$ cat src/spfp_pkg.sv
// package of constants for the synchronous parallel fifo port
package spfp_pkg;
    // ------------------------------------------------------------
    // widths and depths
    // ------------------------------------------------------------
    localparam int unsigned DATA_W     = 8;   // parallel data bus width
    localparam int unsigned RX_DEPTH   = 8;   // receive buffer words
    localparam int unsigned TX_DEPTH   = 8;   // transmit buffer words
    // ------------------------------------------------------------
    // timing
    // ------------------------------------------------------------
    localparam int unsigned CORE_CLK_MHZ  = 50;  // i_mclk rate
    localparam int unsigned IFCLK_MHZ     = 60;  // documented interface clock
    // interface clock is derived by halving i_mclk; 60 MHz cannot be made from 50 MHz
    localparam int unsigned IFCLK_DIV_HALF = 1;  // mclk cycles per half period
    localparam int unsigned OE_LEAD_NS    = 20;  // least oe lead before read, one period
    localparam int unsigned OE_LEAD_CYC   =
        (OE_LEAD_NS * CORE_CLK_MHZ + 999) / 1000; // rounded up, at least one
    // ------------------------------------------------------------
    // wake / send-now state machine
    // ------------------------------------------------------------
    typedef enum logic [2:0] {
        SPFP_WK_IDLE   = 3'b001,   // waiting for a strobe
        SPFP_WK_LOW    = 3'b010,   // strobe seen low, waiting for release
        SPFP_WK_ACT    = 3'b100    // emit at most one action pulse
    } spfp_wake_t;
    // reset values
    localparam logic RST_FLAG_N = 1'b1;  // flags read as "not ready" in reset
endpackage

$ cat src/spfp_fifo.sv
// parameterised synchronous fifo with valid/ready on both sides
`timescale 1ns/1ps
module spfp_fifo #(
    parameter int unsigned WIDTH = 8,
    parameter int unsigned DEPTH = 8
) (
    input  wire logic             i_mclk,
    input  wire logic             i_reset,
    input  wire logic [WIDTH-1:0] i_wr_data,
    input  wire logic             i_wr_valid,
    output logic                  o_wr_ready,
    output logic [WIDTH-1:0]      o_rd_data,
    output logic                  o_rd_valid,
    output logic [WIDTH-1:0]      o_peek_data,
    output logic [$clog2(DEPTH):0] o_count,
    input  wire logic             i_rd_ready
);
    localparam int unsigned AW = $clog2(DEPTH);
    logic [WIDTH-1:0] mem [DEPTH];     // storage array
    logic [AW-1:0]    wr_ptr;          // write index
    logic [AW-1:0]    rd_ptr;          // read index
    logic [AW:0]      count;           // words held
    logic             do_wr;
    logic             do_rd;
    assign do_wr = i_wr_valid && o_wr_ready;
    assign do_rd = o_rd_valid && i_rd_ready;
    assign o_wr_ready = (count != (AW+1)'(DEPTH));
    assign o_rd_valid = (count != '0);
    assign o_rd_data  = mem[rd_ptr];
    // entry behind the head, so a reader can show it in the same edge as a pop
    assign o_peek_data = mem[AW'(rd_ptr + 1'b1)];
    assign o_count     = count;  // occupancy for flag logic outside
    // ------------------------------------------------------------
    // storage write
    // ------------------------------------------------------------
    always_ff @(posedge i_mclk) begin
        if (do_wr) begin
            mem[wr_ptr] <= i_wr_data;
        end
    end
    // ------------------------------------------------------------
    // pointers and occupancy
    // ------------------------------------------------------------
    always_ff @(posedge i_mclk) begin
        if (i_reset) begin
            wr_ptr <= '0;
            rd_ptr <= '0;
            count  <= '0;
        end else begin
            // pointers wrap naturally; depth is a power of two
            if (do_wr) begin
                wr_ptr <= wr_ptr + 1'b1;
            end
            if (do_rd) begin
                rd_ptr <= rd_ptr + 1'b1;
            end
            count <= count + (AW+1)'(do_wr) - (AW+1)'(do_rd);
        end
    end
endmodule // spfp_fifo

$ cat src/spfp_port.sv
// synchronous parallel fifo port, device side
//
// Summary of operation
// transfers happen on rising interface clock edge
// device drives interface clock; partner stays synchronous
// data bus driven only while oe low
// rx flag low means data readable
// byte read whenever rx flag, read low
// partner lowers oe a clock before read
// tx flag low means space available
// byte written whenever tx flag, write low
// read low presents byte, advances each clock
// write low stores each clock, stops released
// read strobe places head byte on bus
// suspended, wake enabled: strobe requests resume
// active: strobe flushes buffered data on next request
// mode entry needs configuration and software command
// strobes ignored while flag says not ready
`timescale 1ns/1ps
module spfp_port (
    input  wire logic                        i_mclk,
    input  wire logic                        i_reset,
    // parallel pins
    output logic                             o_interface_clock_out,
    input  wire logic [spfp_pkg::DATA_W-1:0] i_fifo_data_bus,
    output logic [spfp_pkg::DATA_W-1:0]      o_fifo_data_bus,
    output logic                             o_fifo_data_bus_oe,
    output logic                             o_rx_data_avail_n,
    output logic                             o_tx_space_avail_n,
    input  wire logic                        i_rd_n,
    input  wire logic                        i_wr_n,
    input  wire logic                        i_oe_n,
    input  wire logic                        i_send_now_wakeup_n,
    output logic                             o_usb_active_n,
    // usb core side
    input  wire logic [spfp_pkg::DATA_W-1:0] i_rx_data,
    input  wire logic                        i_rx_valid,
    output logic                             o_rx_ready,
    output logic [spfp_pkg::DATA_W-1:0]      o_tx_data,
    output logic                             o_tx_valid,
    input  wire logic                        i_tx_ready,
    input  wire logic                        i_suspended,
    input  wire logic                        i_wakeup_enabled,
    input  wire logic                        i_mode_sync_fifo,
    output logic                             o_resume_req,
    output logic                             o_send_now
);
    localparam int unsigned W = spfp_pkg::DATA_W;
    // ------------------------------------------------------------
    // interface clock: divided from i_mclk, port edges align to its rise
    // ------------------------------------------------------------
    logic       ifclk;        // interface clock level
    logic       if_edge;      // high in the mclk cycle that makes ifclk rise
    logic       mode_on;      // sync fifo mode active
    logic       tx_load;      // tx output word moves on this edge
    assign if_edge = !ifclk;
    always_ff @(posedge i_mclk) begin
        if (i_reset) begin
            ifclk <= 1'b0;
        end else begin
            ifclk <= !ifclk;
        end
    end
    // ------------------------------------------------------------
    // receive buffer: usb core fills, partner drains
    // ------------------------------------------------------------
    logic [W-1:0] rxq_data;   // head byte
    logic [W-1:0] rxq_peek;   // byte behind the head
    logic [3:0]   rxq_cnt;    // bytes held, depth eight needs four bits
    logic [3:0]   next_rx_cnt; // occupancy after this edge
    logic         rxq_valid;  // head valid
    logic         rxq_pop;    // one byte consumed
    logic         rxq_in_rdy; // space for usb core
    logic         rx_push;    // core byte accepted
    spfp_fifo #(.WIDTH(W), .DEPTH(spfp_pkg::RX_DEPTH)) u_rxq (
        .i_mclk     (i_mclk),
        .i_reset    (i_reset),
        .i_wr_data  (i_rx_data),
        .i_wr_valid (rx_push),
        .o_wr_ready (rxq_in_rdy),
        .o_rd_data  (rxq_data),
        .o_rd_valid (rxq_valid),
        .o_peek_data(rxq_peek),
        .o_count    (rxq_cnt),
        .i_rd_ready (rxq_pop)
    );
    // ready is registered, so it already allows for this edge's push and pop;
    // a push the core thinks was taken is never dropped
    assign rx_push     = i_rx_valid && o_rx_ready && rxq_in_rdy;
    assign next_rx_cnt = rxq_cnt + 4'(rx_push) - 4'(rxq_pop);
    // the flag is registered at the edge and already counts a pop in that edge
    assign rxq_pop = if_edge && mode_on && !o_rx_data_avail_n && !i_rd_n;
    // ------------------------------------------------------------
    // transmit buffer: partner fills, usb core drains
    // ------------------------------------------------------------
    logic         txq_push;   // byte taken from bus
    logic         txq_in_rdy; // space available
    logic [W-1:0] txq_data;
    logic         txq_valid;
    logic [3:0]   txq_cnt;    // bytes held in the tx buffer
    spfp_fifo #(.WIDTH(W), .DEPTH(spfp_pkg::TX_DEPTH)) u_txq (
        .i_mclk    (i_mclk),
        .i_reset   (i_reset),
        .i_wr_data (i_fifo_data_bus),
        .i_wr_valid(txq_push),
        .o_wr_ready(txq_in_rdy),
        .o_rd_data (txq_data),
        .o_rd_valid(txq_valid),
        .o_peek_data(),
        .o_count   (txq_cnt),
        .i_rd_ready(tx_load)
    );
    assign txq_push = if_edge && mode_on && !o_tx_space_avail_n && !i_wr_n;
    // ------------------------------------------------------------
    // mode gate: port only runs once sync fifo mode is selected
    // ------------------------------------------------------------
    // read and write strobes are ignored until the mode is selected; the wake strobe is not
    always_ff @(posedge i_mclk) begin
        if (i_reset) begin
            mode_on <= 1'b0;
        end else begin
            mode_on <= i_mode_sync_fifo;
        end
    end
    // ------------------------------------------------------------
    // flags: updated on interface clock rise only
    // ------------------------------------------------------------
    logic rx_more;   // a byte remains after this edge's pop
    logic tx_room;   // room remains after this edge's push
    // conservative: a core push or pop in the same edge is seen one port edge later
    assign rx_more = rxq_pop ? (rxq_cnt > 4'h1) : rxq_valid;
    assign tx_room = txq_push ? (txq_cnt < 4'(spfp_pkg::TX_DEPTH - 1)) : txq_in_rdy;
    always_ff @(posedge i_mclk) begin
        if (i_reset) begin
            o_rx_data_avail_n  <= spfp_pkg::RST_FLAG_N;
            o_tx_space_avail_n <= spfp_pkg::RST_FLAG_N;
        end else if (if_edge) begin
            o_rx_data_avail_n  <= !(mode_on && rx_more);
            o_tx_space_avail_n <= !(mode_on && tx_room);
        end
    end
    // ------------------------------------------------------------
    // data bus drive: head byte, advanced on each pop
    // ------------------------------------------------------------
    always_ff @(posedge i_mclk) begin
        if (i_reset) begin
            o_fifo_data_bus    <= '0;
            o_fifo_data_bus_oe <= 1'b0;
        end else if (if_edge) begin
            o_fifo_data_bus_oe <= !i_oe_n;
            // after a pop show the next entry; otherwise keep the head
            if (rxq_pop) begin
                o_fifo_data_bus <= rxq_peek;
            end else begin
                o_fifo_data_bus <= rxq_data;
            end
        end
    end
    // ------------------------------------------------------------
    // tx output register toward usb core
    // ------------------------------------------------------------
    // the buffer pops exactly when the output word moves on; popping on a bare
    // ready would drop or repeat bytes while the core stalls
    assign tx_load = !o_tx_valid || i_tx_ready;
    always_ff @(posedge i_mclk) begin
        if (i_reset) begin
            o_tx_valid <= 1'b0;
            o_tx_data  <= '0;
        end else if (tx_load) begin
            o_tx_valid <= txq_valid;
            o_tx_data  <= txq_data;
        end
    end
    // ------------------------------------------------------------
    // send-now / wake strobe
    // ------------------------------------------------------------
    spfp_pkg::spfp_wake_t wk_state;
    always_ff @(posedge i_mclk) begin
        if (i_reset) begin
            wk_state     <= spfp_pkg::SPFP_WK_IDLE;
            o_resume_req <= 1'b0;
            o_send_now   <= 1'b0;
        end else begin
            o_resume_req <= 1'b0;
            o_send_now   <= 1'b0;
            case (wk_state)
                spfp_pkg::SPFP_WK_IDLE: begin
                    if (!i_send_now_wakeup_n) begin
                        wk_state <= spfp_pkg::SPFP_WK_LOW;
                    end
                end
                spfp_pkg::SPFP_WK_LOW: begin
                    // act on release so a long strobe counts once
                    if (i_send_now_wakeup_n) begin
                        wk_state <= spfp_pkg::SPFP_WK_ACT;
                    end
                end
                spfp_pkg::SPFP_WK_ACT: begin
                    wk_state     <= spfp_pkg::SPFP_WK_IDLE;
                    o_resume_req <= i_suspended && i_wakeup_enabled;
                    o_send_now   <= !i_suspended;
                end
                default: begin
                    wk_state <= spfp_pkg::SPFP_WK_IDLE;
                end
            endcase
        end
    end
    // ------------------------------------------------------------
    // clock and power pins, and rx ready toward the usb core
    // ------------------------------------------------------------
    always_ff @(posedge i_mclk) begin
        if (i_reset) begin
            o_interface_clock_out <= 1'b0;
            o_usb_active_n        <= 1'b1;
            o_rx_ready            <= 1'b0;
        end else begin
            o_interface_clock_out <= if_edge;  // equals ifclk, both change on the same edge
            o_usb_active_n        <= i_suspended;
            // room for one more byte after this edge's traffic
            o_rx_ready            <= (next_rx_cnt < 4'(spfp_pkg::RX_DEPTH));
        end
    end
endmodule // spfp_port

$ cat config.mk
export PLATFORM = sky130hd
export DESIGN_NAME = spfp_port
export DESIGN_NICKNAME = d
export VERILOG_FILES = /design/src/spfp_pkg.sv /design/src/spfp_fifo.sv /design/src/spfp_port.sv
export SDC_FILE = /design/constraint.sdc
export NUM_CORES = 1
export LEC_CHECK = 0
export BUFFER_PORTS_ARGS = -buffer_cell sky130_fd_sc_hd__buf_4
export CAP_MARGIN = 25
export CORE_MARGIN = 2
export CORE_UTILIZATION = 25
export DETAILED_ROUTE_END_ITERATION = 10
export RECOVER_POWER = 25
export SYNTH_ARGS = -nofsm -noshare
export SYNTH_HDL_FRONTEND = slang
export SYNTH_SLANG_ARGS = --single-unit
$ cat constraint.sdc
create_clock -name i_mclk -period 3.35 [get_ports i_mclk]
set_input_delay 0.67 -clock i_mclk [delete_from_list [all_inputs] [get_ports i_mclk]]
set_output_delay 0.67 -clock i_mclk [all_outputs]
set_load 0.03 [all_outputs]
==> out/qor.txt <==
Fin Hold WS: 0.3996 ns
Unique masters post-synth: 45
Min Tclk post-route: 2.311 ns
Min-delay worst type: in2reg
Net Sw Power: 1.581 mW
GP Congestion: 0.7189
Worst Max-Slew Pin Slew: 0.8941 ns
Largest net degree at the start of global routing: 48
Period utilisation layout: 68.98%
Post-Synthesis Cells: 470
IO Count: 52
CTS Sinks: 180
Synth async-reset ratio: 0%
Critical R2R Capture: u_txq.mem[7][2]$_DFFE_PP_
DRC Markers: 0
Seq cells post-synth: 180
Setup Viol. Count Final: 0
Slowest cell on crit path: nor2_1
Family with the most delay on the worst path: simple AND/OR/NAND/NOR gates
Relative slew slack: 40.31%
Reg clk slew, reported paths: 0.07 ns
CP Launch Point: o_interface_clock_out$_SDFF_PP0_
Crit end category: register
Seq pwr share: 46.2%
Max-cap viol count: 0
Worst-path cell chain: nor4b_2, nand2_1, inv_2, nand2_1, nor2_1
Internal Power: 4.161 mW
Clock power share: 36.2%
Leak Pwr: 3.001 nW
First-pass GRT wire length: 24.22 mm
Post-CTS sizing: 0
Commonest cells post-synth: 128 x edfxtp_1, 52 x dfxtp_1, 48 x mux4_2
CTS Root Cell: clkbuf_16
Syn-to-layout area delta: 19.56%
Routed vias: 4146
Count of input and output buffers: 51
Starting density of the core: 25.49%
Top_reg_cell synth: edfxtp_1
Antenna Nets Post-Route: 0
Worst-Skew Late Latency: 0.43 ns
Vias per Instance: 4.411
Post-layout util: 30.47%
Htree depth: 4
Global Route Usage Sum: 10.29%
Vias in the first global route: 4355
CTS Buf Count: 17
Share of cells above drive strength 1: 26.36%
Initial DRC count: 277
Row count: 63
Final TNS setup: 0 ns
Most frequent cell after synthesis: edfxtp_1
Total iterations of the first detailed-routing run: 4
Die width: 178.3 um
RSZ-0062 raised after global routing: false
Seq/Total Area, Yosys: 64.33%
CTS Hold Bufs: 0
R2r startpoint: o_interface_clock_out$_SDFF_PP0_
Crit-path max cell delay: 0.61 ns
WP depth: 5
Setup Crit Path Kind: reg2reg
Cell depth of the worst flop-to-flop path: 5
Slew Viols, Final: 0
Crit path buf inv count: 1
Outcome: finished clean
Die Height: 178.3 um
Worst setup SP type: register
Clk_skew: 0.01252 ns
Fill count: 2959
HPWL after DPL: 10.41 mm
Grt ovf: 0
Nets: 583
End point of the critical path: u_txq.mem[7][2]$_DFFE_PP_
Cell Area, Synth: 7594 um2
Synth top area cells: edfxtp_1 51%, mux4_2 14%, dfxtp_1 14%
CTS Buffer Depth: 2
Worst Min Path Start: i_suspended
CTS tree: yes
Post-Route WL: 15.43 mm
Area leader, netlist: edfxtp_1
Final total power: 5.742 mW
Worst Path Arrival: 2.37 ns
Sw Share: 27.53%
Syn nets: 516
CP dominant cell by count: nand2_1
Req. time, crit path: 3.41 ns
Initial antenna violation count: 0
Die area: 31780 um2
Logic pwr share: 17.6%
Post-synth top area share: 50.62%
R2R Setup Slk: 1.04 ns
Maximum vdd drop: 0.3241 mV
CP Max Fanout: 8
Post-CTS Setup Inserts: 0
Wirelength per Cell: 16.41 um
EDFF count, synth: 128
Syn Area/Cell: 16.16 um2
P per Cell Area: 632.5 nW/um2
Hold Vio Cnt, Final: 0
Synth warn: 0
Core Region: 29800 um2
Maximum clock frequency: 432.7 MHz
Antenna cell count: 0
worst register-to-register path, stage by stage, from the launching register on:
cell and delay [ns]:
dfxtp_1 0.44, nor4b_2 0.42, nand2_1 0.22, inv_2 0.14, nand2_1 0.10, nor2_1 0.61
power groups by stage:
stage	clock network, mW	logic (mW)	registers (mW)
2_1_floorplan	0	0.675	2.75
3_3_place_gp	0	1.03	2.70
3_5_place_dp	0	1.04	2.70
4_1_cts	2.12	1.04	2.65
5_1_grt	2.21	1.15	2.68
6_report	2.08	1.01	2.65
per-stage QoR:
step	instances	instance area [um2]	setup slack [ns]
2_1_floorplan	470	7594	0.9876
3_3_place_gp	908	8507	0.8295
3_5_place_dp	908	8507	0.7487
4_1_cts	940	9131	0.9697
5_1_grt	940	9079	0.8131
6_report	940	9079	1.039
per-layer routing:
metal | up-vias | track usage [%] | routed length (um)
li1 | 1957 | - | -
met5 | - | 0 | 0
met4 | 0 | 3.252 | 189
met3 | 18 | 2.643 | 803
met1 | 2077 | 12.22 | 6455
met2 | 94 | 18.20 | 7978
cells by family after synthesis:
logic type / count (synthesis) / synth area share [%]
AOI/OAI and AO/OA: 48 / 4.482
xor gates and xnor gates: 14 / 1.714
adders and majority gates: 19 / 3.328
buffers and inverters: 40 / 2.257
DFF: 180 / 64.33
muxes: 69 / 17.02
and+or+nand+nor: 100 / 6.871
placed cells by master, fill, tap and decap left out, drive strengths merged, types with 2 or more instances in the layout:
cell	count
nor3	6
xor2	6
nand2	16
clkinv	3
nand3	2
ha	17
xnor2	8
a21o	4
and3	2
clkbuf	32
fa	2
inv	26
nand2b	8
nor2	42
a21oi	9
dfxtp	52
mux4	48
o211ai	9
nor3b	6
nor4	4
edfxtp	128
nor2b	7
buf	57
a211oi	10
nor4b	3
mux2i	20
bufinv	2
a22oi	7
o21ai	3
registers in the layout, indices dropped and copies added, names as in the netlist, 3 cells and up, named ones only:
register,flops
o_fifo_data_bus,8
o_tx_data,8
u_rxq.mem,64
u_rxq.o_count,4
u_rxq.rd_ptr,3
u_rxq.wr_ptr,3
u_txq.mem,64
u_txq.o_count,4
u_txq.rd_ptr,3
u_txq.wr_ptr,3
wk_state,3
layout make-up:
| class | instances | area [um2] | area share [%] |
|---|---|---|---|
| timing repair buffer | 71 | 480.5 | 5.292 |
| inverter | 17 | 63.81 | 0.7029 |
| sequential | 180 | 4885 | 53.80 |
| clock buffer | 18 | 439.2 | 4.837 |
| clock inverter | 14 | 185.2 | 2.040 |
| tap | 390 | 488.0 | 5.375 |
| multi-input combinational | 250 | 2537 | 27.95 |
worst min-delay path by stage:
stage,end,slack [ns],depth (start not counted)
5_1_grt,o_send_now$_SDFF_PP0_,0.39,2
2_1_floorplan,wk_state[1]$_SDFFE_PP0P_,0.41,1
6_report,o_send_now$_SDFF_PP0_,0.40,2
3_5_place_dp,wk_state[1]$_SDFFE_PP0P_,0.44,1
4_1_cts,o_send_now$_SDFF_PP0_,0.38,2
3_3_place_gp,wk_state[1]$_SDFFE_PP0P_,0.44,1
Power figures use the tool's default switching activity.
